==> config.mk <==
export PLATFORM = sky130hd
export DESIGN_NAME = aag_input_align
export DESIGN_NICKNAME = d
export VERILOG_FILES = /design/src/design/aag_pkg.sv /design/src/design/aag_input_align.sv /design/src/design/aag_fifo.sv
export SDC_FILE = /design/constraint.sdc
export NUM_CORES = 1
export LEC_CHECK = 0
export BUFFER_PORTS_ARGS = -buffer_cell sky130_fd_sc_hd__clkbuf_2
export CAP_MARGIN = 40
export CELL_PAD_IN_SITES_DETAIL_PLACEMENT = 0
export CELL_PAD_IN_SITES_GLOBAL_PLACEMENT = 1
export CORE_AREA = 10 10 200 202
export DETAILED_ROUTE_END_ITERATION = 10
export DIE_AREA = 0 0 210 212
export PLACE_DENSITY_LB_ADDON = 0.15
export SLEW_MARGIN = 30
export SYNTH_ARGS = -nofsm -noshare
export SYNTH_HDL_FRONTEND = slang
export SYNTH_SLANG_ARGS = --single-unit
==> constraint.sdc <==
create_clock -name i_clk -period 3.7 [get_ports i_clk]
set_input_delay 0.185 -clock i_clk [delete_from_list [all_inputs] [get_ports i_clk]]
set_output_delay 0.185 -clock i_clk [all_outputs]
set_load 0.02 [all_outputs]
==> src/design/aag_pkg.sv <==
package aag_pkg;

  // ----------------------------------------------------------------
  // Delay line and aligner constants
  // ----------------------------------------------------------------
  localparam int unsigned TAP_COUNT     = 144;
  localparam int unsigned TAP_W         = 8;
  localparam logic [7:0]  TAP_LAST      = 8'h8F;
  localparam logic [7:0]  TAP_RESET     = 8'h00;
  localparam int unsigned WIN_W         = 4;
  localparam logic [3:0]  WIN_DEFAULT   = 4'h4;
  localparam logic [7:0]  TRACK_SPAN    = 8'h20;
  localparam int unsigned FIFO_DEPTH    = 8;

  // ----------------------------------------------------------------
  // Mode encodings
  // ----------------------------------------------------------------
  typedef enum logic [1:0] {
    AAG_DLY_ADAPTIVE = 2'h0,
    AAG_DLY_BUS      = 2'h1,
    AAG_DLY_STATIC   = 2'h2
  } aag_dly_mode_e;

  typedef enum logic {
    AAG_GEAR_X2 = 1'h0,
    AAG_GEAR_X4 = 1'h1
  } aag_gear_e;

  // Aligner states
  typedef enum logic [1:0] {
    AAG_SEARCH,
    AAG_CENTER,
    AAG_TRACK
  } aag_align_e;

  // Configuration bundle
  typedef struct packed {
    aag_dly_mode_e dly_mode;
    aag_gear_e     gear;
    logic          ddr_en;
    logic          hold;
    logic [3:0]    win;
    logic [7:0]    static_tap;
    logic [7:0]    bus_tap;
  } aag_cfg_s;

  // Status bundle
  typedef struct packed {
    logic       locked;
    logic [7:0] tap;
  } aag_stat_s;

endpackage

==> src/design/aag_input_align.sv <==
`timescale 1ns/1ns
// What this block does
// - Input data runs through a delay line of 144 selectable taps.
// - Aligner searches for a clean sampling point, then tracks drift.
// - Window slides along the line using only observed data transitions.
// - Acquisition window width is a user setting.
// - Dynamic control chooses continuous adjustment or a held delay.
// - Aligner works for single and double data rate capture.
// - Delay source: adaptive per bit, bus value, or static per bit.
// - Each cell supports DDR capture and a 2-bit shift.
// - Each cell also forms a 4-bit shift when the gear is set to x4.
// - Adaptive aligner present only in cells A and C.
// - Shift block hands data from fast domain to slow domain automatically.
module aag_input_align
  import aag_pkg::*;
#(
  parameter bit          HAS_ALIGNER = 1'b1,
  parameter int unsigned TAPS        = TAP_COUNT,
  parameter int unsigned DEPTH       = FIFO_DEPTH
) (
  input  wire logic        i_clk,
  input  wire logic        i_rst,
  input  wire logic        i_pin,
  input  wire logic        i_pin_pair,
  input  wire aag_cfg_s    i_cfg,
  input  wire logic        i_word_ready,
  output logic [3:0]       o_word,
  output logic             o_word_valid,
  output logic             o_update,
  output aag_stat_s        o_stat,
  output logic             o_overrun
);
  initial begin
    if (TAPS != TAP_COUNT) begin
      $error("aag_input_align supports exactly the documented tap count");
    end
  end

  // ----------------------------------------------------------------
  // Pin synchronisers and delay line
  // ----------------------------------------------------------------
  logic [2:0]        sync_reg;
  logic [2:0]        sync_next;
  logic [2:0]        syncp_reg;
  logic [2:0]        syncp_next;
  logic [TAPS-1:0]   line_reg;
  logic [TAPS-1:0]   line_next;
  logic              pin_s;
  logic              pin_p;
  logic              pair_reg;
  logic              pair_next;

  // Three-stage synchronisers; a change counts once stages two and three agree
  always_comb begin
    sync_next  = {sync_reg[1:0], i_pin};
    syncp_next = {syncp_reg[1:0], i_pin_pair};
    pin_s      = (sync_reg[2] == sync_reg[1]) ? sync_reg[2] : line_reg[0];
    pin_p      = (syncp_reg[2] == syncp_reg[1]) ? syncp_reg[2] : pair_reg;
    pair_next  = pin_p;
    line_next  = {line_reg[TAPS-2:0], pin_s};
  end

  always_ff @(posedge i_clk) begin
    if (i_rst) begin
      sync_reg  <= '0;
      syncp_reg <= '0;
      pair_reg  <= 1'b0;
      line_reg  <= '0;
    end else begin
      sync_reg  <= sync_next;
      syncp_reg <= syncp_next;
      pair_reg  <= pair_next;
      line_reg  <= line_next;
    end
  end

  // ----------------------------------------------------------------
  // Adaptive aligner
  // ----------------------------------------------------------------
  aag_align_e       st_reg;
  aag_align_e       st_next;
  logic [TAP_W-1:0] tap_reg;
  logic [TAP_W-1:0] tap_next;
  logic [TAP_W-1:0] edge_tap_reg;
  logic [TAP_W-1:0] edge_tap_next;
  logic [TAP_W-1:0] sel_tap;
  logic [TAP_W-1:0] win_hi;
  logic             edge_in_win;
  logic             locked_reg;
  logic             locked_next;

  // Two taps per clock outrun the one-tap-per-clock flow of the line, so an edge leaves the window
  localparam logic [TAP_W-1:0] TAP_STEP = 8'h02;

  // Edge seen anywhere inside the window ahead of the current tap
  always_comb begin
    win_hi      = tap_reg + TAP_W'(i_cfg.win);
    if (win_hi > TAP_LAST) begin
      win_hi = TAP_LAST;
    end
    edge_in_win = 1'b0;
    for (int i = 0; i < int'(TAPS) - 1; i++) begin
      if (i >= int'(tap_reg) && i < int'(win_hi) && line_reg[i] != line_reg[i+1]) begin
        edge_in_win = 1'b1;
      end
    end
  end

  // Search, centre and track; hold freezes the tap
  always_comb begin
    st_next       = st_reg;
    tap_next      = tap_reg;
    edge_tap_next = edge_tap_reg;
    locked_next   = locked_reg;
    if (!HAS_ALIGNER || i_cfg.dly_mode != AAG_DLY_ADAPTIVE) begin
      st_next     = AAG_SEARCH;
      locked_next = 1'b0;
    end else if (i_cfg.hold) begin
      st_next = st_reg;
    end else begin
      unique case (st_reg)
        AAG_SEARCH: begin
          if (edge_in_win) begin
            tap_next = (tap_reg > TAP_LAST - TAP_STEP) ? TAP_RESET : tap_reg + TAP_STEP;
          end else begin
            edge_tap_next = tap_reg;
            st_next       = AAG_CENTER;
          end
        end
        AAG_CENTER: begin
          tap_next    = edge_tap_reg + TAP_W'(i_cfg.win >> 1);
          if (tap_next > TAP_LAST) begin
            tap_next = TAP_LAST;
          end
          locked_next = 1'b1;
          st_next     = AAG_TRACK;
        end
        AAG_TRACK: begin
          if (edge_in_win) begin
            // Move away from the edge to follow drift
            tap_next = (tap_reg > TAP_LAST - TAP_STEP) ? TAP_RESET : tap_reg + TAP_STEP;
            if (tap_reg - edge_tap_reg > TRACK_SPAN) begin
              locked_next = 1'b0;
              st_next     = AAG_SEARCH;
            end
          end
        end
      endcase
    end
  end

  always_ff @(posedge i_clk) begin
    if (i_rst) begin
      st_reg       <= AAG_SEARCH;
      tap_reg      <= TAP_RESET;
      edge_tap_reg <= TAP_RESET;
      locked_reg   <= 1'b0;
    end else begin
      st_reg       <= st_next;
      tap_reg      <= tap_next;
      edge_tap_reg <= edge_tap_next;
      locked_reg   <= locked_next;
    end
  end

  // Tap source selection
  always_comb begin
    unique case (i_cfg.dly_mode)
      AAG_DLY_BUS:    sel_tap = i_cfg.bus_tap;
      AAG_DLY_STATIC: sel_tap = i_cfg.static_tap;
      default:        sel_tap = HAS_ALIGNER ? tap_reg : i_cfg.static_tap;
    endcase
    if (sel_tap > TAP_LAST) begin
      sel_tap = TAP_LAST;
    end
  end

  // ----------------------------------------------------------------
  // DDR capture and shift gearbox
  // ----------------------------------------------------------------
  logic       smp;
  logic [3:0] sh_reg;
  logic [3:0] sh_next;
  logic [1:0] cnt_reg;
  logic [1:0] cnt_next;
  logic       upd;

  // SDR takes one bit per clock; DDR takes the delayed bit and the pair bit
  always_comb begin
    smp        = line_reg[sel_tap];
    sh_next    = sh_reg;
    cnt_next   = cnt_reg;
    upd        = 1'b0;
    if (i_cfg.ddr_en) begin
      sh_next  = {sh_reg[1:0], smp, pin_p};
      cnt_next = cnt_reg + 2'h2;
    end else begin
      sh_next  = {sh_reg[2:0], smp};
      cnt_next = cnt_reg + 2'h1;
    end
    if (i_cfg.gear == AAG_GEAR_X4) begin
      upd = (cnt_next == 2'h0);
    end else begin
      upd = cnt_next[0] == 1'b0;
      cnt_next = {1'b0, cnt_next[0]};
    end
  end

  always_ff @(posedge i_clk) begin
    if (i_rst) begin
      sh_reg    <= '0;
      cnt_reg   <= '0;
    end else begin
      sh_reg    <= sh_next;
      cnt_reg   <= cnt_next;
    end
  end

  // ----------------------------------------------------------------
  // Hand-off buffer to the slow domain
  // ----------------------------------------------------------------
  logic [3:0] f_word;
  logic       f_valid;
  logic       f_in_ready;
  logic [3:0] word_in;

  assign word_in = (i_cfg.gear == AAG_GEAR_X4) ? sh_next : {2'h0, sh_next[1:0]};

  aag_fifo #(
    .WIDTH (4),
    .DEPTH (DEPTH)
  ) u_fifo (
    .i_clk   (i_clk),
    .i_rst   (i_rst),
    .i_data  (word_in),
    .i_valid (upd),
    .o_ready (f_in_ready),
    .o_data  (f_word),
    .o_valid (f_valid),
    .i_ready (i_word_ready)
  );

  // Registered outputs
  logic             upd_reg;
  logic             ovr_reg;
  logic [3:0]       word_reg;
  logic             wv_reg;
  logic [TAP_W-1:0] tapo_reg;

  always_ff @(posedge i_clk) begin
    if (i_rst) begin
      upd_reg  <= 1'b0;
      ovr_reg  <= 1'b0;
      word_reg <= '0;
      wv_reg   <= 1'b0;
      tapo_reg <= TAP_RESET;
    end else begin
      upd_reg  <= upd;
      ovr_reg  <= ovr_reg || (upd && !f_in_ready);
      if (f_valid && i_word_ready) begin
        word_reg <= f_word;                              // Word stands until the next pop
      end
      wv_reg   <= f_valid && i_word_ready;
      tapo_reg <= sel_tap;
    end
  end

  always_comb begin
    o_word       = word_reg;
    o_word_valid = wv_reg;
    o_update     = upd_reg;
    o_overrun    = ovr_reg;
    o_stat       = '{locked: locked_reg, tap: tapo_reg};
  end

  chk_update_x2_rate : assert property (@(posedge i_clk) disable iff (i_rst)
    (i_cfg.gear == AAG_GEAR_X2 && !i_cfg.ddr_en && upd) ##1
    (i_cfg.gear == AAG_GEAR_X2 && !i_cfg.ddr_en) |-> !upd)
    else $error("x2 update strobe repeated on consecutive cycles");

  chk_hold_freezes_tap : assert property (@(posedge i_clk) disable iff (i_rst)
    i_cfg.hold && i_cfg.dly_mode == AAG_DLY_ADAPTIVE |=> tap_reg == $past(tap_reg))
    else $error("tap moved while held");

  chk_tap_in_range : assert property (@(posedge i_clk) disable iff (i_rst)
    sel_tap <= TAP_LAST && tap_reg <= TAP_LAST)
    else $error("selected tap beyond the delay line");

  chk_static_select : assert property (@(posedge i_clk) disable iff (i_rst)
    i_cfg.dly_mode == AAG_DLY_STATIC && i_cfg.static_tap <= TAP_LAST
    |-> sel_tap == i_cfg.static_tap)
    else $error("static tap not applied");

  chk_center_locks : assert property (@(posedge i_clk) disable iff (i_rst)
    st_reg == AAG_CENTER && !i_cfg.hold && i_cfg.dly_mode == AAG_DLY_ADAPTIVE
    |=> locked_reg && st_reg == AAG_TRACK)
    else $error("aligner did not lock after centring");

  chk_no_aligner : assert property (@(posedge i_clk) disable iff (i_rst)
    !HAS_ALIGNER |-> !locked_reg)
    else $error("lock reported in a cell without aligner");

  chk_update_pulse : assert property (@(posedge i_clk) disable iff (i_rst)
    upd |=> o_update)
    else $error("update strobe not presented");

  chk_search_moves : assert property (@(posedge i_clk) disable iff (i_rst)
    st_reg == AAG_SEARCH && edge_in_win && !i_cfg.hold
    && i_cfg.dly_mode == AAG_DLY_ADAPTIVE && HAS_ALIGNER
    |=> tap_reg != $past(tap_reg))
    else $error("window did not slide on a transition");

endmodule

==> src/design/aag_fifo.sv <==
`timescale 1ns/1ns
module aag_fifo
  import aag_pkg::*;
#(
  parameter int unsigned WIDTH = 4,
  parameter int unsigned DEPTH = 8
) (
  input  wire logic             i_clk,
  input  wire logic             i_rst,
  input  wire logic [WIDTH-1:0] i_data,
  input  wire logic             i_valid,
  output logic                  o_ready,
  output logic [WIDTH-1:0]      o_data,
  output logic                  o_valid,
  input  wire logic             i_ready
);
  localparam int unsigned AW = $clog2(DEPTH);

  initial begin
    if (DEPTH < 2 || (DEPTH & (DEPTH - 1)) != 0) begin
      $error("aag_fifo depth must be a power of two, at least 2");
    end
  end

  logic [WIDTH-1:0] mem_reg [DEPTH];
  logic [AW:0]      wr_reg;
  logic [AW:0]      wr_next;
  logic [AW:0]      rd_reg;
  logic [AW:0]      rd_next;
  logic             push;
  logic             pop;

  // ----------------------------------------------------------------
  // Pointer control
  // ----------------------------------------------------------------
  always_comb begin
    o_valid = (wr_reg != rd_reg);
    o_ready = (wr_reg[AW-1:0] != rd_reg[AW-1:0]) || (wr_reg[AW] == rd_reg[AW]);
    o_data  = mem_reg[rd_reg[AW-1:0]];
    push    = i_valid && o_ready;
    pop     = o_valid && i_ready;
    wr_next = wr_reg + (AW+1)'(push);
    rd_next = rd_reg + (AW+1)'(pop);
  end

  // Storage and pointer registers
  always_ff @(posedge i_clk) begin
    if (i_rst) begin
      wr_reg <= '0;
      rd_reg <= '0;
    end else begin
      wr_reg <= wr_next;
      rd_reg <= rd_next;
    end
    if (push) begin
      mem_reg[wr_reg[AW-1:0]] <= i_data;
    end
  end

  chk_fifo_no_overflow : assert property (@(posedge i_clk) disable iff (i_rst)
    (!o_ready) |-> (wr_reg - rd_reg) == (AW+1)'(DEPTH))
    else $error("FIFO refused data while not full");

endmodule

* Word-level counts from Yosys, hierarchy flattened
Memory sizes are Yosys's and may differ from the RTL's. A register that Yosys moved wholly into a read port is not among the register bits.
Index checks and enable logic that the tools add are counted.
** Storage, ports and cells
- Register bits :: 194
- Memories :: 1
- Input bits :: 30
- Memory bits (writable) :: 32
- Output and inout port bits :: 16
** Cells by class
- Multiplexer cells :: 166
- Bitwise operators :: 5
- Add/subtract/negate cells :: 8
- Magnitude comparators :: 292
- Eq/ne operators :: 156
- Reductions and logical operators :: 303
** Memory list
- u_fifo.mem_reg :: depth 8, bits a word 4, rd ports 1, clocked after memory_dff 1, wr ports 1, line aag_fifo.sv:25 : logic [WIDTH-1:0] mem_reg [DEPTH];
** Operator list (count)
- 7-bit by 8-bit greater-or-equal comparator with 1-bit output (first input constant) :: 64
- 7-bit by 8-bit < comparator with 1-bit output (first input constant) :: 64
- 1-bit logical AND :: 289
- 6-bit by 8-bit greater-or-equal comparator with 1-bit output (first input constant) :: 32
- 6-bit by 8-bit < comparator with 1-bit output (first input constant) :: 32
- 1-bit two-way mux :: 150
- 1-bit != test :: 143
- 5-bit by 8-bit greater-or-equal comparator with 1-bit output (first input constant) :: 16
- 5-bit by 8-bit < comparator with 1-bit output (first input constant) :: 16
- 8-bit greater-or-equal comparator (first input constant) :: 15
- 8-bit < comparator (first input constant) :: 15
- 4-bit by 8-bit greater-or-equal comparator with 1-bit output (first input constant) :: 8
- 4-bit by 8-bit < comparator with 1-bit output (first input constant) :: 8
- 8-bit two-way mux :: 5
- 3-bit by 8-bit greater-or-equal comparator with 1-bit output (first input constant) :: 4
- 8-bit greater-than comparator (second input constant) :: 4
- 3-bit by 8-bit < comparator with 1-bit output (first input constant) :: 4
- 8-bit one-hot mux with 2 select lines :: 2
- 1-bit by 8-bit greater-or-equal comparator with 1-bit output (first input constant) :: 2
- 2-bit by 8-bit greater-or-equal comparator with 1-bit output (first input constant) :: 2
- 1-bit by 8-bit < comparator with 1-bit output (first input constant) :: 2
- 2-bit by 8-bit < comparator with 1-bit output (first input constant) :: 2
- 4-bit AND reduction :: 3
- 8-bit by 9-bit < comparator with 1-bit output (second input constant) :: 1
- 27 further kinds :: 47

* Logic depth before layout (Yosys ltp)
- Depth after elaboration :: 151
- Depth in mapped cells :: 17
- Mapped depth without buffers :: 14

* Modules after synthesis
A second synthesis with hierarchy kept.
** Second synthesis, totals
- Cells, all modules :: 1932
- Area total of the unflattened synthesis :: 15733.8 um2
** Modules (own cells, without submodules)
- aag_input_align :: seq. area each 3803.6 um2, area an instance 14048.5 um2, cells each 1836, times used 1
- aag_fifo :: seq. area each 1121.1 um2, area an instance 1685.4 um2, cells each 96, times used 1

* Least setup slack after synthesis
Ideal clock, no wire load.
- Path type :: register to register
- From :: register tap_reg[0]
- To :: register edge_tap_reg[0]
- Arrival time :: 3.847 ns
- Path buffers :: 0
- Period minus slack after synthesis :: 3.975 ns
- Cell stages (with the launch flop) :: 14
- Slack :: -0.275 ns
- Library setup time :: 0.128 ns
- Cells stage by stage :: dfxtp_1 ha_1 fa_1 a211oi_2 nor2_2 xor2_2 mux2i_2 nor3_1 o211ai_1 o221ai_1 a2111oi_2 nand4_2 mux2i_1 nor2_1
** On the way
- Word-level cells in the longest chain between the ends :: 151
- Elaborated cells on any way between the ends :: 720
- Those cells by class :: add/sub: 1; order compare: 287; mux: 144; bitwise: 1; reduce/logical: 287
** Ends and longest elaborated chain
- from (decl) :: line aag_input_align.sv:82 : logic [TAP_W-1:0] tap_reg;
- from (signal assigned) :: line aag_input_align.sv:160 : tap_reg <= tap_next;
- 8-bit by 4-bit adder with 8-bit output :: line aag_input_align.sv:97 : win_hi = tap_reg + TAP_W'(i_cfg.win);
- 8-bit greater-than comparator :: line aag_input_align.sv:98 : if (win_hi > TAP_LAST) begin
- 8-bit two-way mux :: line aag_input_align.sv:98
- 1-bit by 8-bit < comparator with 1-bit output :: line aag_input_align.sv:103 : if (i >= int'(tap_reg) && i < int'(win_hi) && line_reg[i] != line_reg[i+1]) begin
- 1-bit logical AND (2 in series) :: line aag_input_align.sv:103
- 1-bit two-way mux (143 in series) :: line aag_input_align.sv:103
- 1-bit inverter (no line)
- 4-bit AND reduction (no line)
- to (signal assigned) :: line aag_input_align.sv:161 : edge_tap_reg <= edge_tap_next;
- to (decl) :: line aag_input_align.sv:84 : logic [TAP_W-1:0] edge_tap_reg;
Parallel ways exist; a longest one is shown, timed or not.
A chain may end at the register's enable or synchronous reset.

* Final worst setup path
- From :: register tap_reg[2]
- To :: register tap_reg[3]
** On the way
- Word-level cells in the longest chain between the ends :: 151
- Elaborated cells on any way between the ends :: 725
- Those cells by class :: add/sub: 2; order compare: 288; eq/ne: 1; mux: 147; reduce/logical: 287
** Ends and longest elaborated chain (line)
- 8-bit by 4-bit adder with 8-bit output :: aag_input_align.sv:97
- 8-bit greater-than comparator :: aag_input_align.sv:98
- 8-bit two-way mux :: aag_input_align.sv:98
- 1-bit by 8-bit < comparator with 1-bit output :: aag_input_align.sv:103
- 1-bit logical AND (2 in series) :: aag_input_align.sv:103
- 1-bit two-way mux (143 in series) :: aag_input_align.sv:103
- 2-bit by 1-bit != test with 1-bit output (no line)
- 3-bit AND reduction (no line)
Parallel ways exist; a longest one is shown, timed or not. The select of a mux whose other input is x is not followed.

==> metrics.md <==
| Metric | Value |
|---|---|
| Synth Cell Area | `15600 um2` |
| Overall power | `6.31 mW` |
| Starting Density | `43.3%` |
| # nets final | `2445` |
| Min Hold Slack | `0.0327 ns` |
| Via-to-Cell Ratio | `6.38` |
| First-pass GRT wire length | `121 mm` |
| CTS tree | `yes` |
| Setup Crit Path Kind | `register to register` |
| Worst path required time | `4.12 ns` |
| Largest net degree at the start of global routing | `116` |
| Sequential Area | `4940 um2` |
| Yosys cell types | `99` |
| Routed len/inst | `29.6 um` |
| # DRC | `0` |
| Met1 wire length | `34.1 mm` |
| Top cells by area, synth | `dfxtp_1 25%, nor2b_1 6.7%, edfxtp_1 6.2%, xnor2_1 4.8%, xor2_1 4.5%` |
| Final min period | `4.18 ns` |
| Final worst slack | `-0.479 ns` |
| Layout cells sized above 1 | `33.4%` |
| Uppermost layer routed | `met5` |
| Reg2reg end | `tap_reg[3]` |
| Hold path cells | `4` |
| Final worst-path cycle share | `113%` |
| Vias in the first global route | `17600` |
| GRT overflow | `0` |
| Area added between synthesis and finish | `41.5%` |
| Remaining antenna violation count | `0` |
| Port-buffer cells | `45` |
| # IOs | `46` |
| Place WS | `-0.780 ns` |
| Post-synth top flop | `dfxtp_1` |
| Die X | `210 um` |
| Setup crit start | `tap_reg[2]` |
| DR pass1 iterations | `8` |
| Fillers | `3188` |
| VDD IR max | `0.000555 V` |
| Dpl hpwl | `66.4 mm` |
| Cells after Synth | `1866` |
| Final setup violation count | `19` |
| Synthesized flop and latch total | `230` |
| Setup tns final | `-7.80 ns` |
| Worst R2R Setup Slack | `-0.48 ns` |
| Clk pwr share | `38.0%` |
| Combinational Power Share | `20.3%` |
| Crit-path most repeated cell | `buf_4` |
| CTS root buffer | `clkbuf_16` |
| Worst hold start | `i_cfg[20]` |
| Gr usage total | `36.6%` |
| Largest area contributor in the netlist | `dfxtp_1` |
| Sw Ratio | `28.2%` |
| Crit path max fanout | `33` |
| Sink Count | `230` |
| Clock buffer depth | `3` |
| EDFF count, synth | `32` |
| H-tree levels | `1` |
| RSZ-0062 raised after global routing | `yes` |
| Hold endpoint | `locked_reg` |
| Footprint of the multi-input gates | `10700 um2` |
| Num CTS Buffers | `25` |
| Flop pwr share | `41.7%` |
| Worst reg2reg path depth | `14` |
| Max_cap viols | `0` |
| Max FFs per register | `144` |
| Leakage | `9.27 nW` |
| Synth warn | `0` |
| Violated checks | `negative setup slack` |
| Slowest stage delay, CP | `0.54 ns` |
| FP Rows | `70` |
| Post-Syn Nets | `1926` |
| Worst setup EP type | `register` |
| Net switching power | `1.78 mW` |
| Worst path slowest cell | `or4_4` |
| Finished Layout Cells | `2869` |
| Fmax | `239 MHz` |
| WL met3 | `8.88 mm` |
| Routability cong. | `1.20` |
| Worst Tran Pin Value | `0.865 ns` |
| Worst-path clk slew | `0.06 ns` |
| Chip Height | `212 um` |
| Via count | `18300` |
| Commonest non-fill, non-tap cell in the layout | `buf_4` |
| Final Util | `61.2%` |
| Int Pwr | `4.53 mW` |
| Pwr Density | `286 nW/um2` |
| Avg Cell Area, Syn | `8.37 um2` |
| Core footprint | `36100 um2` |
| Outcome | `finished, violations left` |
| RR Startpoint | `tap_reg[2]` |
| Die ar. | `44500 um2` |
| Final Hold Fails | `0` |
| Clock Latency Late Sink | `0.53 ns` |
| Sequential area share after synthesis | `31.5%` |
| Worst path cell trace | `buf_4 > buf_12 > and3_1 > a31oi_1 > nand2b_1 > o21ai_0 > o211ai_1 > a221o_1 > or4_4 > nor4_4 > buf_4 > and4_4 > nor2_4 > a32o_1` |
| Placed insts | `2797` |
| Met2 Routed Length | `35.1 mm` |
| Final wirelength | `84.8 mm` |
| Most frequent cells in the layout | `528 x buf_4, 192 x dfxtp_1, 168 x nor2b_1, 134 x nor2_1, 117 x nand2_1` |
| Final instance area | `22100 um2` |
| Starting DRC count in detailed routing | `2533` |
| Slew HR | `41.9%` |
| Synth top area share | `25.4%` |
| Initial antenna violation count | `1` |
| Hold Crit Class | `input port to register` |
| Layout Skew | `0.0109 ns` |
| Count of final max-slew check failures | `0` |
| WP data arrival | `4.60 ns` |
| Post-synthesis async set-or-reset flop share | `0%` |
| Startpoint types | `register` |
| Dpl cell area | `20300 um2` |
## logic make-up (layout without fill, tap and decap cells)
| logic type | count (synthesis) | count (layout) | synth area share (%) |
|---|---|---|---|
| flip-flops | 230 | 230 | 31.5 |
| multiplexers | 80 | 80 | 5.83 |
| XOR/XNOR | 167 | 167 | 9.42 |
| adder cells (fa/ha/maj) | 31 | 31 | 2.61 |
| other | 0 | 1 | 0 |
| AND/OR/NAND/NOR | 652 | 653 | 22.0 |
| AO/OA/AOI/OAI | 544 | 544 | 24.2 |
| buffers and inverters | 162 | 695 | 4.43 |
## routing by layer
layer / global-route usage [%] / vias to the layer above
met5: 0 / -
met4: 23.1 / 2
met3: 8.25 / 313
met2: 54.4 / 1242
met1: 47.2 / 8802
li1: - / 7952
## area by class of cell
type | instances | area share (%)
Multi-Input combinational cell | 1475 | 48.6
Sequential cell | 230 | 22.4
Timing Repair Buffer | 623 | 22.3
Clock buffer | 34 | 3.21
Tap cell | 468 | 2.65
Inverter | 30 | 0.510
Clock inverter | 8 | 0.334
Antenna cell | 1 | 0.0113
## synth_stat cells (all sizes together), types with 16 or more instances
library cell  number
a22oi             21
nor2             143
o22ai             38
edfxtp            32
o211ai            27
a2111oi           16
ha                27
mux2i             68
nand3             55
buf               53
nor4              22
nand4             23
nor3              44
o21ai             94
inv               30
a21oi            109
a311oi            16
clkbuf            79
xor2              82
nand2            122
a211oi            38
nor2b            168
a31oi             27
xnor2             85
dfxtp            198
## critical path: cells and delay by family (launching register included)
family	cells	cell delay, ns
AO/OA/AOI/OAI	5	1.22
AND/OR/NAND/NOR	6	1.81
buffers and inverters	3	0.60
flip-flops	1	0.40
## power groups by stage
stage | clock (mW) | combinational (mW) | sequential (mW)
after global routing | 2.52 | 1.33 | 2.63
final | 2.40 | 1.28 | 2.63
after floorplan | 0 | 0.582 | 2.69
after global placement | 0 | 1.09 | 2.68
after CTS | 2.43 | 1.18 | 2.63
after detailed placement | 0 | 1.10 | 2.69
## repair_timing
action | 4_1_cts | 5_1_grt
gates cloned | 2 | 0
setup endpoints to repair | 37 | 37
buffers inserted | 15 | 8
pin swaps | 26 | 25
hold buffers | 3 | 1
resized for setup | 119 | 49
endpoints found under the hold margin | 3 | 13
## worst max path at each step
stage                                end  cells past startpoint
finish                        tap_reg[3]                     14
global route                  tap_reg[2]                     18
CTS                           tap_reg[3]                     17
detailed placement  u_fifo.mem_reg[5][0]                     14
global placement         edge_tap_reg[0]                     19
floorplan                     tap_reg[0]                     13
Note: power is estimated with default switching activity, not from simulation.
